$ cat src/hdl/drdt_map.svh
/*
 Register offsets, field positions and reset values of the dual reload down timer.
 Offsets are register indices; the APB byte address is four times the index.
*/
`ifndef DRDT_MAP_SVH
`define DRDT_MAP_SVH
`define DRDT_IDX_MODE 16'hFFC0
`define DRDT_IDX_CLKSRC 16'hFFC1
`define DRDT_IDX_T0CTL 16'hFFC2
`define DRDT_IDX_T1CTL 16'hFFC3
`define DRDT_IDX_T0RLL 16'hFFC4
`define DRDT_IDX_T0RLH 16'hFFC5
`define DRDT_IDX_T1RLL 16'hFFC6
`define DRDT_IDX_T1RLH 16'hFFC7
`define DRDT_IDX_T0CNL 16'hFFC8
`define DRDT_IDX_T0CNH 16'hFFC9
`define DRDT_IDX_T1CNL 16'hFFCA
`define DRDT_IDX_T1CNH 16'hFFCB
`define DRDT_IDX_IEN 16'hFFE2
`define DRDT_IDX_IFLG 16'hFFF2
`define DRDT_BIT_POL 0
`define DRDT_BIT_NF 1
`define DRDT_BIT_EVT 2
`define DRDT_BIT_CHAIN 3
`define DRDT_BIT_RUN 0
`define DRDT_BIT_STB 1
`define DRDT_RST_NIB 4'h0
`define DRDT_RST_BYTE 8'h00
`define DRDT_DIV4_M1 8'h03
`define DRDT_DIV32_M1 8'h1F
`define DRDT_DIV256_M1 8'hFF
`endif

$ cat src/hdl/drdt_pkg.sv
/*
 Types of the dual reload down timer.
 Assumes nothing beyond the map header.
*/
`default_nettype none
package drdt_pkg;
  typedef enum logic [1:0] {
    DRDT_DIV1 = 2'b00,
    DRDT_DIV4 = 2'b01,
    DRDT_DIV32 = 2'b10,
    DRDT_DIV256 = 2'b11
  } drdt_div_t;
endpackage : drdt_pkg
`default_nettype wire

$ cat src/hdl/drdt_timer.sv
/*
 Dual 8-bit reload down timer with APB register slave.
 Assumes oscillator clocks, tick and count pin are asynchronous and slower than mclk/2.
*/
`default_nettype none
`include "drdt_map.svh"
module drdt_timer
  import drdt_pkg::*;
(
  input wire logic mclk,
  input wire logic reset,
  input wire logic psel,
  input wire logic penable,
  input wire logic pwrite,
  input wire logic [31:0] paddr,
  input wire logic [31:0] pwdata,
  output logic [31:0] prdata,
  output logic pready,
  output logic pslverr,
  input wire logic slow_oscillator_clock,
  input wire logic fast_oscillator_clock,
  input wire logic tick_2048hz,
  input wire logic event_count_pin,
  output logic t0_irq_req,
  output logic t1_irq_req
);
  logic [3:0] mode_reg;
  logic [1:0] src_reg;
  logic [1:0] t0_ratio_reg, t1_ratio_reg;
  logic t0_run_reg, t1_run_reg;
  logic [7:0] t0_reload_value, t1_reload_value;
  logic [7:0] t0_count_value, t1_count_value;
  logic [3:0] t0_hi_latch_reg, t1_hi_latch_reg;
  logic [1:0] irq_en_reg, irq_flag_reg;
  logic [31:0] prdata_reg;
  logic pready_reg, pslverr_reg;
  logic t0_irq_reg, t1_irq_reg;

  // Two-stage synchronisers; no reset, so they track the pins and give no false edge at release
  logic [3:0] sync1_reg, sync2_reg, prev_reg;
  always_ff @(posedge mclk) begin
    sync1_reg <= {event_count_pin, tick_2048hz, fast_oscillator_clock, slow_oscillator_clock};
    sync2_reg <= sync1_reg;
    prev_reg <= sync2_reg;
  end
  wire [3:0] fall = prev_reg & ~sync2_reg;
  wire [3:0] rise = ~prev_reg & sync2_reg;
  wire tick_fall = fall[2];

  // Noise rejecter: second tick fall after change
  logic filt_reg;
  logic [1:0] ftick_reg;
  wire pin_now = sync2_reg[3];
  always_ff @(posedge mclk) begin
    if (reset) begin
      filt_reg <= pin_now; // Start at the pin level: no spurious edge
      ftick_reg <= 2'b00;
    end else if (pin_now == filt_reg) begin
      ftick_reg <= 2'b00;
    end else if (tick_fall) begin
      if (ftick_reg == 2'b01) begin
        filt_reg <= pin_now;
        ftick_reg <= 2'b00;
      end else begin
        ftick_reg <= ftick_reg + 2'b01;
      end
    end
  end
  logic filt_prev_reg;
  always_ff @(posedge mclk) begin
    if (reset) filt_prev_reg <= pin_now;
    else filt_prev_reg <= filt_reg;
  end
  wire pin_fall = mode_reg[`DRDT_BIT_NF] ? (filt_prev_reg & ~filt_reg) : fall[3];
  wire pin_rise = mode_reg[`DRDT_BIT_NF] ? (~filt_prev_reg & filt_reg) : rise[3];
  wire evt_edge = mode_reg[`DRDT_BIT_POL] ? pin_rise : pin_fall;

  // Prescalers
  function automatic logic [7:0] div_last(input logic [1:0] r);
    case (r)
      DRDT_DIV256: div_last = `DRDT_DIV256_M1;
      DRDT_DIV32: div_last = `DRDT_DIV32_M1;
      DRDT_DIV4: div_last = `DRDT_DIV4_M1;
      default: div_last = `DRDT_RST_BYTE;
    endcase
  endfunction : div_last
  wire t0_src_fall = src_reg[0] ? fall[1] : fall[0];
  wire t1_src_fall = src_reg[1] ? fall[1] : fall[0];
  logic [7:0] p0_reg, p1_reg;
  wire p0_hit = t0_src_fall && (p0_reg >= div_last(t0_ratio_reg));
  wire p1_hit = t1_src_fall && (p1_reg >= div_last(t1_ratio_reg));
  always_ff @(posedge mclk) begin
    if (reset) begin
      p0_reg <= `DRDT_RST_BYTE;
      p1_reg <= `DRDT_RST_BYTE;
    end else begin
      if (t0_src_fall) p0_reg <= p0_hit ? `DRDT_RST_BYTE : p0_reg + 8'h01;
      if (t1_src_fall) p1_reg <= p1_hit ? `DRDT_RST_BYTE : p1_reg + 8'h01;
    end
  end

  wire chain = mode_reg[`DRDT_BIT_CHAIN];
  wire t0_tick = mode_reg[`DRDT_BIT_EVT] ? evt_edge : p0_hit;
  wire t0_dec = t0_tick && t0_run_reg;
  wire t0_under = t0_dec && (t0_count_value == 8'h00);
  wire t1_tick = chain ? t0_under : p1_hit;
  wire t1_dec = t1_tick && t1_run_reg;
  wire t1_under = t1_dec && (t1_count_value == 8'h00);

  // APB decode; pready one cycle into the access phase
  wire acc = psel && penable && !pready_reg;
  wire wr = acc && pwrite;
  wire rd = acc && !pwrite;
  // Offsets are register indices: byte address is index times four
  wire [15:0] ra = paddr[17:2];
  wire aligned = (paddr[1:0] == 2'b00) && (paddr[31:18] == 14'h0000);
  wire hit_mode = aligned && ra == `DRDT_IDX_MODE;
  wire hit_src = aligned && ra == `DRDT_IDX_CLKSRC;
  wire hit_t0c = aligned && ra == `DRDT_IDX_T0CTL;
  wire hit_t1c = aligned && ra == `DRDT_IDX_T1CTL;
  wire hit_ien = aligned && ra == `DRDT_IDX_IEN;
  wire hit_ifl = aligned && ra == `DRDT_IDX_IFLG;
  wire hit_t0cl = aligned && ra == `DRDT_IDX_T0CNL;
  wire hit_t1cl = aligned && ra == `DRDT_IDX_T1CNL;
  wire [3:0] wn = pwdata[3:0];
  wire t0_strobe = wr && hit_t0c && wn[`DRDT_BIT_STB];
  wire t1_strobe = wr && hit_t1c && wn[`DRDT_BIT_STB];

  always_ff @(posedge mclk) begin
    if (reset) begin
      mode_reg <= `DRDT_RST_NIB;
      src_reg <= 2'b00;
      t0_ratio_reg <= 2'b00;
      t1_ratio_reg <= 2'b00;
      t0_run_reg <= 1'b0;
      t1_run_reg <= 1'b0;
      t0_reload_value <= `DRDT_RST_BYTE;
      t1_reload_value <= `DRDT_RST_BYTE;
      irq_en_reg <= 2'b00;
    end else if (wr) begin
      if (hit_mode) mode_reg <= wn;
      if (hit_src) src_reg <= wn[1:0];
      if (hit_t0c) begin
        t0_run_reg <= wn[`DRDT_BIT_RUN];
        t0_ratio_reg <= wn[3:2];
      end
      if (hit_t1c) begin
        t1_run_reg <= wn[`DRDT_BIT_RUN];
        t1_ratio_reg <= wn[3:2];
      end
      if (aligned && ra == `DRDT_IDX_T0RLL) t0_reload_value[3:0] <= wn;
      if (aligned && ra == `DRDT_IDX_T0RLH) t0_reload_value[7:4] <= wn;
      if (aligned && ra == `DRDT_IDX_T1RLL) t1_reload_value[3:0] <= wn;
      if (aligned && ra == `DRDT_IDX_T1RLH) t1_reload_value[7:4] <= wn;
      if (hit_ien) irq_en_reg <= wn[1:0];
    end
  end

  // Counters; strobe presets regardless of run state
  always_ff @(posedge mclk) begin
    if (reset) begin
      t0_count_value <= `DRDT_RST_BYTE;
      t1_count_value <= `DRDT_RST_BYTE;
    end else begin
      if (t0_strobe || t0_under) t0_count_value <= t0_reload_value;
      else if (t0_dec) t0_count_value <= t0_count_value - 8'h01;
      if (t1_strobe || t1_under) t1_count_value <= t1_reload_value;
      else if (t1_dec) t1_count_value <= t1_count_value - 8'h01;
    end
  end

  // Flags: hardware set wins over software clear
  wire t0_flag_set = t0_under && !chain;
  always_ff @(posedge mclk) begin
    if (reset) begin
      irq_flag_reg <= 2'b00;
    end else begin
      irq_flag_reg[0] <= t0_flag_set | (irq_flag_reg[0] & ~(wr && hit_ifl && wn[0]));
      irq_flag_reg[1] <= t1_under | (irq_flag_reg[1] & ~(wr && hit_ifl && wn[1]));
    end
  end

  // High nibble latches, captured on low nibble read
  always_ff @(posedge mclk) begin
    if (reset) begin
      t0_hi_latch_reg <= `DRDT_RST_NIB;
      t1_hi_latch_reg <= `DRDT_RST_NIB;
    end else begin
      if (rd && hit_t0cl) t0_hi_latch_reg <= t0_count_value[7:4];
      if (rd && hit_t1cl) t1_hi_latch_reg <= t1_count_value[7:4];
    end
  end

  logic [3:0] rnib;
  logic rmapped;
  always_comb begin
    rnib = 4'h0;
    rmapped = 1'b1;
    case (ra)
      `DRDT_IDX_MODE: rnib = mode_reg;
      `DRDT_IDX_CLKSRC: rnib = {2'b00, src_reg};
      `DRDT_IDX_T0CTL: rnib = {t0_ratio_reg, 1'b0, t0_run_reg};
      `DRDT_IDX_T1CTL: rnib = {t1_ratio_reg, 1'b0, t1_run_reg};
      `DRDT_IDX_T0RLL: rnib = t0_reload_value[3:0];
      `DRDT_IDX_T0RLH: rnib = t0_reload_value[7:4];
      `DRDT_IDX_T1RLL: rnib = t1_reload_value[3:0];
      `DRDT_IDX_T1RLH: rnib = t1_reload_value[7:4];
      `DRDT_IDX_T0CNL: rnib = t0_count_value[3:0];
      `DRDT_IDX_T0CNH: rnib = t0_hi_latch_reg;
      `DRDT_IDX_T1CNL: rnib = t1_count_value[3:0];
      `DRDT_IDX_T1CNH: rnib = t1_hi_latch_reg;
      `DRDT_IDX_IEN: rnib = {2'b00, irq_en_reg};
      `DRDT_IDX_IFLG: rnib = {2'b00, irq_flag_reg};
      default: rmapped = 1'b0;
    endcase
    if (!aligned) rmapped = 1'b0;
  end

  always_ff @(posedge mclk) begin
    if (reset) begin
      prdata_reg <= 32'h00000000;
      pready_reg <= 1'b0;
      pslverr_reg <= 1'b0;
      t0_irq_reg <= 1'b0;
      t1_irq_reg <= 1'b0;
    end else begin
      pready_reg <= psel && penable && !pready_reg;
      pslverr_reg <= acc && !rmapped;
      if (rd) prdata_reg <= {28'h0000000, rmapped ? rnib : 4'h0};
      t0_irq_reg <= irq_flag_reg[0] & irq_en_reg[0];
      t1_irq_reg <= irq_flag_reg[1] & irq_en_reg[1];
    end
  end
  assign prdata = prdata_reg;
  assign pready = pready_reg;
  assign pslverr = pslverr_reg;
  assign t0_irq_req = t0_irq_reg;
  assign t1_irq_req = t1_irq_reg;

  property p_strobe_load;
    @(posedge mclk) disable iff (reset) t0_strobe |=> t0_count_value == $past(t0_reload_value);
  endproperty
  a_strobe_load: assert property (p_strobe_load) else $error("strobe did not preset");
  property p_hold_stop;
    @(posedge mclk) disable iff (reset) (!t0_run_reg && !t0_strobe) |=> $stable(t0_count_value);
  endproperty
  a_hold_stop: assert property (p_hold_stop) else $error("stopped counter moved");
  property p_flag_set;
    @(posedge mclk) disable iff (reset) t1_under |=> irq_flag_reg[1];
  endproperty
  a_flag_set: assert property (p_flag_set) else $error("underflow flag missing");
  property p_chain_noflag;
    @(posedge mclk) disable iff (reset) (chain && !irq_flag_reg[0]) |=> !irq_flag_reg[0];
  endproperty
  a_chain_noflag: assert property (p_chain_noflag) else $error("chained timer 0 flagged");
  property p_flag_clear;
    @(posedge mclk) disable iff (reset) (wr && hit_ifl && wn[0] && !t0_flag_set) |=> !irq_flag_reg[0];
  endproperty
  a_flag_clear: assert property (p_flag_clear) else $error("flag clear failed");
  property p_strobe_read0;
    @(posedge mclk) disable iff (reset) (rd && hit_t0c) |=> !prdata_reg[`DRDT_BIT_STB];
  endproperty
  a_strobe_read0: assert property (p_strobe_read0) else $error("strobe read nonzero");
  property p_latch;
    @(posedge mclk) disable iff (reset) (rd && hit_t0cl) |=> t0_hi_latch_reg == $past(t0_count_value[7:4]);
  endproperty
  a_latch: assert property (p_latch) else $error("high nibble not latched");
  property p_chain_dec;
    @(posedge mclk) disable iff (reset) (chain && t1_run_reg && !t1_strobe && !t0_under) |=> $stable(t1_count_value);
  endproperty
  a_chain_dec: assert property (p_chain_dec) else $error("chained timer 1 moved alone");
  property p_ien_upper;
    @(posedge mclk) disable iff (reset) (rd && hit_ien) |=> prdata_reg[3:2] == 2'b00;
  endproperty
  a_ien_upper: assert property (p_ien_upper) else $error("mask upper bits nonzero");
  property p_src_hold;
    @(posedge mclk) disable iff (reset)
      !t0_src_fall |=> $stable(p0_reg);
  endproperty
  a_src_hold: assert property (p_src_hold) else $error("prescaler 0 moved without source edge");
  property p_ratio_wrap;
    @(posedge mclk) disable iff (reset)
      p0_hit |=> p0_reg == `DRDT_RST_BYTE;
  endproperty
  a_ratio_wrap: assert property (p_ratio_wrap) else $error("prescaler 0 did not wrap");
  property p_evt_only;
    @(posedge mclk) disable iff (reset)
      (mode_reg[`DRDT_BIT_EVT] && !evt_edge && !t0_strobe) |=> $stable(t0_count_value);
  endproperty
  a_evt_only: assert property (p_evt_only) else $error("event mode counted a prescaler tick");
  property p_evt_count;
    @(posedge mclk) disable iff (reset)
      (mode_reg[`DRDT_BIT_EVT] && evt_edge && t0_run_reg && !t0_strobe && t0_count_value != 8'h00)
        |=> t0_count_value == $past(t0_count_value) - 8'h01;
  endproperty
  a_evt_count: assert property (p_evt_count) else $error("event edge not counted");
  property p_t1_indep;
    @(posedge mclk) disable iff (reset)
      (!chain && t1_run_reg && p1_hit && !t1_strobe && t1_count_value != 8'h00)
        |=> t1_count_value == $past(t1_count_value) - 8'h01;
  endproperty
  a_t1_indep: assert property (p_t1_indep) else $error("timer 1 missed its own tick");
  property p_filter_step;
    @(posedge mclk) disable iff (reset)
      ($changed(filt_reg) && !$past(reset)) |-> ($past(tick_fall) && $past(ftick_reg) == 2'b01);
  endproperty
  a_filter_step: assert property (p_filter_step) else $error("filter changed off second tick");
  property p_filter_quiet;
    @(posedge mclk) disable iff (reset)
      (pin_now == filt_reg) |=> ftick_reg == 2'b00;
  endproperty
  a_filter_quiet: assert property (p_filter_quiet) else $error("filter tick count not cleared");
  property p_nofilter;
    @(posedge mclk) disable iff (reset)
      (mode_reg[`DRDT_BIT_EVT] && !mode_reg[`DRDT_BIT_NF] && !mode_reg[`DRDT_BIT_POL] && fall[3]
        && t0_run_reg && !t0_strobe && t0_count_value != 8'h00)
        |=> t0_count_value == $past(t0_count_value) - 8'h01;
  endproperty
  a_nofilter: assert property (p_nofilter) else $error("raw pin edge not counted");
  property p_timer_only;
    @(posedge mclk) disable iff (reset)
      (!mode_reg[`DRDT_BIT_EVT] && !p0_hit && !t0_strobe) |=> $stable(t0_count_value);
  endproperty
  a_timer_only: assert property (p_timer_only) else $error("timer mode counted a pin edge");
  property p_under_load;
    @(posedge mclk) disable iff (reset)
      t0_under |=> t0_count_value == $past(t0_reload_value);
  endproperty
  a_under_load: assert property (p_under_load) else $error("underflow did not reload");
  property p_ro_count;
    @(posedge mclk) disable iff (reset)
      (wr && hit_t0cl && !t0_dec) |=> $stable(t0_count_value);
  endproperty
  a_ro_count: assert property (p_ro_count) else $error("count write changed counter");
  property p_strobe_idle;
    @(posedge mclk) disable iff (reset)
      (wr && hit_t0c && !wn[`DRDT_BIT_STB] && !t0_dec) |=> $stable(t0_count_value);
  endproperty
  a_strobe_idle: assert property (p_strobe_idle) else $error("zero strobe changed counter");
  property p_irq_mask;
    @(posedge mclk) disable iff (reset)
      1'b1 |=> t0_irq_req == $past(irq_flag_reg[0] & irq_en_reg[0]);
  endproperty
  a_irq_mask: assert property (p_irq_mask) else $error("request not flag and mask");
  property p_t0_flag;
    @(posedge mclk) disable iff (reset)
      t0_flag_set |=> irq_flag_reg[0];
  endproperty
  a_t0_flag: assert property (p_t0_flag) else $error("timer 0 flag missing");
  property p_dec_run;
    @(posedge mclk) disable iff (reset)
      (t0_dec && !t0_strobe && t0_count_value != 8'h00) |=> t0_count_value == $past(t0_count_value) - 8'h01;
  endproperty
  a_dec_run: assert property (p_dec_run) else $error("counter did not decrement");
  property p_chain_step;
    @(posedge mclk) disable iff (reset)
      (chain && t0_under && t1_run_reg && !t1_strobe && t1_count_value != 8'h00)
        |=> t1_count_value == $past(t1_count_value) - 8'h01;
  endproperty
  a_chain_step: assert property (p_chain_step) else $error("chained timer 1 missed a step");
endmodule : drdt_timer
`default_nettype wire

$ cat config.mk
export PLATFORM = sky130hd
export DESIGN_NAME = drdt_timer
export DESIGN_NICKNAME = d
export VERILOG_FILES = /design/src/hdl/drdt_pkg.sv /design/src/hdl/drdt_timer.sv
export VERILOG_INCLUDE_DIRS = /design/src /design/src/hdl
export SDC_FILE = /design/constraint.sdc
export NUM_CORES = 1
export LEC_CHECK = 0
export ABC_CLOCK_PERIOD_IN_PS = 3600
export BUFFER_PORTS_ARGS = -buffer_cell sky130_fd_sc_hd__buf_2
export CAP_MARGIN = 0
export CORE_UTILIZATION = 50
export DETAILED_ROUTE_END_ITERATION = 8
export PLACE_DENSITY = 0.74
export SETUP_SLACK_MARGIN = 0.02
export SYNTH_ARGS = -nofsm -noshare
export SYNTH_HDL_FRONTEND = slang
export SYNTH_SLANG_ARGS = --single-unit
export TNS_END_PERCENT = 5
$ cat constraint.sdc
create_clock -name mclk -period 3.6 [get_ports mclk]
set_input_delay 0.72 -clock mclk [delete_from_list [all_inputs] [get_ports mclk]]
set_output_delay 0.72 -clock mclk [all_outputs]
set_load 0.005 [all_outputs]
==> Word-level counts from Yosys, hierarchy flattened <==
Index checks and enable logic that the tools add are counted.
{ "totals": {"ff_bits": 96, "input_bits": 73, "output_inout_bits": 36, "elab_cells": 160} }
{ "classes": {"add_sub_neg": 5, "order_cmp": 2, "eq_ne": 23, "mux": 25, "bitwise": 16, "n_reduce_logical": 60} }
{ "ops": {"columns": ["op", "n"], "rows": [
  ["16-bit == test, second input constant", 14],
  ["4-bit case mux with 14 select lines", 1],
  ["8-bit two-way mux", 6],
  ["8-bit case mux with 3 select lines", 2],
  ["1-bit logical AND", 34],
  ["2-bit AND reduction", 9],
  ["8-bit by 1-bit adder with 8-bit output, second input constant", 2],
  ["8-bit >= comparator", 2],
  ["8-bit logical NOT", 2],
  ["8-bit by 1-bit subtractor with 8-bit output, second input constant", 2],
  ["14-bit logical NOT", 1],
  ["1-bit two-way mux", 14],
  ["14-bit OR reduction", 1],
  ["4-bit AND", 2],
  ["2-bit == test, second input constant", 4],
  ["4-bit NOT", 2],
  ["2-bit nonzero test", 4],
  ["1-bit AND", 6],
  ["2-bit by 1-bit == test with 1-bit output, second input constant", 3],
  ["1-bit logical NOT", 4],
  ["4-bit two-way mux", 1],
  ["1-bit NOT", 4],
  ["3-bit AND reduction", 1],
  ["2-bit by 1-bit adder with 2-bit output, second input constant", 1],
  ["other kinds (7)", 9]
]} }

==> Depth between registers and ports, before layout <==
{ "depth": {"word_depth": 12, "mapped_depth": 11, "ltp_nobuf": 10} }

==> Worst setup path before layout <==
OpenSTA, ideal clock, no wires.
{ "synth_timing": {"path_type": "in2reg", "from": "input paddr[26]", "to": "register t1_count_value[2]", "setup_ns": 0.117, "arrival_ns": 2.429, "required_ns": 3.483, "slack_ns": 1.054, "cell_stages": 8, "n_path_buf": 1, "cell_sequence": "nor4_1 > nand4_1 > or2_1 > buf_2 > nor3_1 > a221oi_4 > mux2_1 > a32o_2"} }
{ "synth_via": {"elab_chain_cells": 7, "word_cells_on_any_way": 8, "cone_classes": "1 x mux; 7 x reduce/logical"} }
{ "synth_lines": {"columns": ["item", "line", "source"], "rows": [
  ["start, declared", "drdt_timer.sv:15", "input wire logic [31:0] paddr,"],
  ["14-bit logical NOT (*)", "drdt_timer.sv:116", "wire aligned = (paddr[1:0] == 2'b00) && (paddr[31:18] == 14'h0000);"],
  ["1-bit logical AND (*)", "drdt_timer.sv:116", null],
  ["1-bit logical AND (no line) (*)", null, null],
  ["1-bit logical AND (*) (2 in series)", "drdt_timer.sv:127", "wire t1_strobe = wr && hit_t1c && wn[`DRDT_BIT_STB];"],
  ["1-bit logical OR (*)", "drdt_timer.sv:167", "if (t1_strobe || t1_under) t1_count_value <= t1_reload_value;"],
  ["8-bit two-way mux / 2-bit nonzero test (equally long branches)", null, null],
  ["end signal, assigned", "drdt_timer.sv:163", "t1_count_value <= `DRDT_RST_BYTE;"],
  ["end signal, assigned", "drdt_timer.sv:167", null],
  ["end signal, assigned", "drdt_timer.sv:168", "else if (t1_dec) t1_count_value <= t1_count_value - 8'h01;"],
  ["end, declared", "drdt_timer.sv:32", "logic [7:0] t0_count_value, t1_count_value;"]
]} }
Mark *: on every way between the ends. The rest lies on a longest branch, timed or not.
A chain may end at the register's enable or synchronous reset.

==> Final worst setup path <==
{ "layout_timing": {"from": "register t0_ratio_reg[1]", "to": "register t0_count_value[6]"} }
{ "layout_via": {"elab_chain_cells": 9, "word_cells_on_any_way": 12, "cone_classes": "1 x order compare; 3 x eq/ne; 3 x mux; 5 x reduce/logical"} }
{ "layout_lines": {"columns": ["item", "line", "source"], "rows": [
  ["start, declared", "drdt_timer.sv:29", "logic [1:0] t0_ratio_reg, t1_ratio_reg;"],
  ["start signal, assigned", "drdt_timer.sv:145", "t0_ratio_reg <= wn[3:2];"],
  ["2-bit by 1-bit == test with 1-bit output / 2-bit == test (equally long branches)", "drdt_timer.sv:80", "case (r)"],
  ["8-bit case mux with 3 select lines (*)", "drdt_timer.sv:80", null],
  ["8-bit >= comparator (*)", "drdt_timer.sv:90", "wire p0_hit = t0_src_fall && (p0_reg >= div_last(t0_ratio_reg));"],
  ["1-bit logical AND (*)", "drdt_timer.sv:90", null],
  ["1-bit two-way mux (*)", "drdt_timer.sv:103", "wire t0_tick = mode_reg[`DRDT_BIT_EVT] ? evt_edge : p0_hit;"],
  ["1-bit logical AND (*)", "drdt_timer.sv:104", "wire t0_dec = t0_tick && t0_run_reg;"],
  ["1-bit logical AND", "drdt_timer.sv:105", "wire t0_under = t0_dec && (t0_count_value == 8'h00);"],
  ["1-bit logical OR", "drdt_timer.sv:165", "if (t0_strobe || t0_under) t0_count_value <= t0_reload_value;"],
  ["8-bit two-way mux / 2-bit nonzero test (equally long branches)", null, null],
  ["end signal, assigned", "drdt_timer.sv:162", "t0_count_value <= `DRDT_RST_BYTE;"],
  ["end signal, assigned", "drdt_timer.sv:165", null],
  ["end signal, assigned", "drdt_timer.sv:166", "else if (t0_dec) t0_count_value <= t0_count_value - 8'h01;"],
  ["end, declared", "drdt_timer.sv:32", null]
]} }
Marks and branches as above.

==> run metrics <==
Area Growth Syn to Fin=10.25%; Fillers=about 960; PostCTS Resize Cnt=0; GRT met1 Usage=a little under a third; Reg power frac=52.3%; Worst setup EP type=register; status=finished, final reports clean; Power Dens Cells=roughly 350 mW/mm²; Detail Route Antenna Nets=0; grt peak-use layer=met2; Cell Area, Placed=approximately 0.0056 mm²; nets=between 700 and 800; final hold viol count=0; clock-pin slew on the worst setup and hold paths=around 0.09 ns; register area share after synthesis=a little over a third; hpwl dp=just over 10 mm; core area=~0.01 mm²; DR DRC count=0; met2 GRT Util=a little over two fifths; clock share of power=approximately 43%; post-route cell area=0.005827 mm²; Final Cycle Share=roughly 80%; number of synthesized flops with an enable pin=1; Sw Ratio=22.75%; Worst VDD drop=around 0.00028 V; Routability Congestion=between 0.9 and 1; DR vias=about 4600; die height=about 100 µm; first-pass GRT wire length=about 22 mm; asr flop ratio synth=0%; clock sinks=96; final setup vio count=0; Final min period=between 2 and 3 ns; layout cell share with drive strength beyond 1=around 15%; critical path type=register to register; Mapped Area=0.005285 mm²; Synth Warn #=0; first drt pass iteration count=5; most frequent cells after synthesis=dfxtp_1, nor2_1, mux2i_1; initial drt markers=405; n_diodes=0; slew margin rel.=a little over two fifths; cell taking the most area after synthesis=dfxtp_1; Post-synth top flop=dfxtp_1; largest net degree at the start of global routing=67; critical path required time=slightly below 4 ns; wire length per cell=around 17 µm; Reg2Reg Depth=10; TritonCTS buffer count=9; Sum Neg Setup Slack=0 ns; Max Clock Freq=around 0.34 GHz; WP data arrival=roughly 3.2 ns; Netlist cell types=approximately 70; row count=37; area fraction of the dominant cell type after synthesis=35.98%; Post-CTS Setup Inserts=0; Slew Limit Fails=0; initial core utilization=just over 50%; total global-route track usage=roughly a quarter; maxcap violations=0; Internal Power=approximately 1600 µW; Hold-fix buffers, CTS=0; Mapped Avg Cell Area=8.650 µm²; Clock Latency Late Sink=a little under 0.4 ns; critical path peak fanout=11; hold slack=about 0.33 ns; global routing met3 resource utilization=slightly below 6%; Root Driver=clkbuf_8; leakage=0.002316 µW; H-tree levels=3; via count of the first global-routing pass=approximately 4400; Synth Register Bits=96; initial antenna violation count=0; clock skew=around 0.013 ns; GRT Residual Overflow=0; CTS tree=done; largest cells by area after synthesis=dfxtp_1, mux2i_1, nor2_1; DR vias/cell=5.774; combinational power share=under 10%; Slew @ Worst Pin=~0.85 ns; Syn Inst Count=611; most frequent cell after synthesis=dfxtp_1; CP Launch Type=register; RSZ-0062 raised after global routing=false; worst hold path depth=0; port buffer count=52; deepest clock path buffer count=2; drt total wl=13.41 mm; total net switching power=approximately 470 µW; Die Span X=~100 µm; IO Count=between 100 and 150; DIE AREA=0.01099 mm²; Hold Crit Class=register to register
==> path summary, 6_finish.rpt <==
kind / from / endpoint / slack, ns
worst max-delay path: t0_ratio_reg[1]$_SDFFE_PP0P_ / t0_count_value[6]$_SDFFE_PP0P_ / 0.67
worst min-delay path: sync1_reg[2]$_DFF_P_ / sync2_reg[2]$_DFF_P_ / 0.33
worst max register to register: t0_ratio_reg[1]$_SDFFE_PP0P_ / t0_count_value[6]$_SDFFE_PP0P_ / 0.67
worst min register to register: sync1_reg[2]$_DFF_P_ / sync2_reg[2]$_DFF_P_ / 0.33
==> layer usage <==
layer	routed length, µm	vias to the layer above	share of wire, %
met2	6657	147	50
met5	0	-	0
met3	700	24	5.2
met1	5855	2219	44
met4	201	0	1.5
li1	-	2241	-
==> cell type report <==
type	count	area [µm²]	share of cell area [%]
clock buffer	11	141.4	2.426
timing repair buffer	59	312.8	5.368
multi-input combinational	469	3069	52.67
sequential	96	1932	33.15
clock inverter	5	103.9	1.782
tap	136	170.2	2.920
inverter	26	97.59	1.675
==> cell families (layout without fill, tap and decap cells) <==
group	count (synthesis)	count (layout)	share of synthesized area [%]
and+or+nand+nor	245	245	23.15
muxes	63	63	12.57
xor gates and xnor gates	12	12	1.989
buffers and inverters	73	101	7.291
AOI/OAI and AO/OA	101	101	13.64
other	1	28	0.07095
adders and majority gates	20	20	4.735
DFF	96	96	36.55
==> layout by cell type (no fill, tap or decap), types with 4 or more instances in the layout <==
master / count
o32ai_1: 8
ha_1: 20
nor4_1: 8
a211oi_1: 5
nand3_1: 16
or2_2: 5
conb_1: 28
xor2_1: 10
mux2_2: 6
dfxtp_1: 95
nand3b_1: 4
and4_1: 5
inv_1: 25
a22oi_1: 9
nor2_1: 91
buf_4: 7
and2_1: 5
a221oi_1: 4
nor2b_1: 11
mux2i_1: 54
or3_1: 4
and3_1: 7
a22o_1: 4
buf_2: 52
nor3_1: 20
nand4_1: 14
nand2b_1: 5
clkbuf_8: 10
a21oi_1: 27
o21ai_0: 15
nand2_1: 35
==> power groups by stage <==
| stage | logic, µW | registers (µW) | clock network (µW) |
|---|---|---|---|
| after floorplan | 77.2 | 1100 | 0 |
| after global placement | 101 | 1100 | 0 |
| after detailed placement | 103 | 1100 | 0 |
| after CTS | 103 | 1080 | 894 |
| after global routing | 114 | 1080 | 936 |
| final | 105 | 1080 | 877 |
==> through the flow <==
| stage | setup WS (ns) | utilization (%) | std cells | power, µW |
|---|---|---|---|---|
| 6_report | 0.6697 | 56.70 | 802 | 2060 |
| 5_1_grt | 0.3037 | 56.70 | 802 | 2129 |
| 4_1_cts | 0.6751 | 56.70 | 802 | 2075 |
| 3_5_place_dp | 0.6565 | 54.31 | 786 | 1205 |
| 3_3_place_gp | 0.7036 | 54.31 | 786 | 1204 |
| 2_1_floorplan | 1.054 | - | 638 | 1179 |
==> worst max-delay path: stages (launching register included) <==
cell     delay [ns]
dfxtp_1        0.42
or2_2          0.16
inv_1          0.04
ha_1           0.17
nor4_1         0.27
o21ai_0        0.16
a21oi_1        0.39
o41ai_1        0.16
nor2_1         0.65
mux2i_1        0.29
o32ai_1        0.09
(Power assumes the default switching activity.)
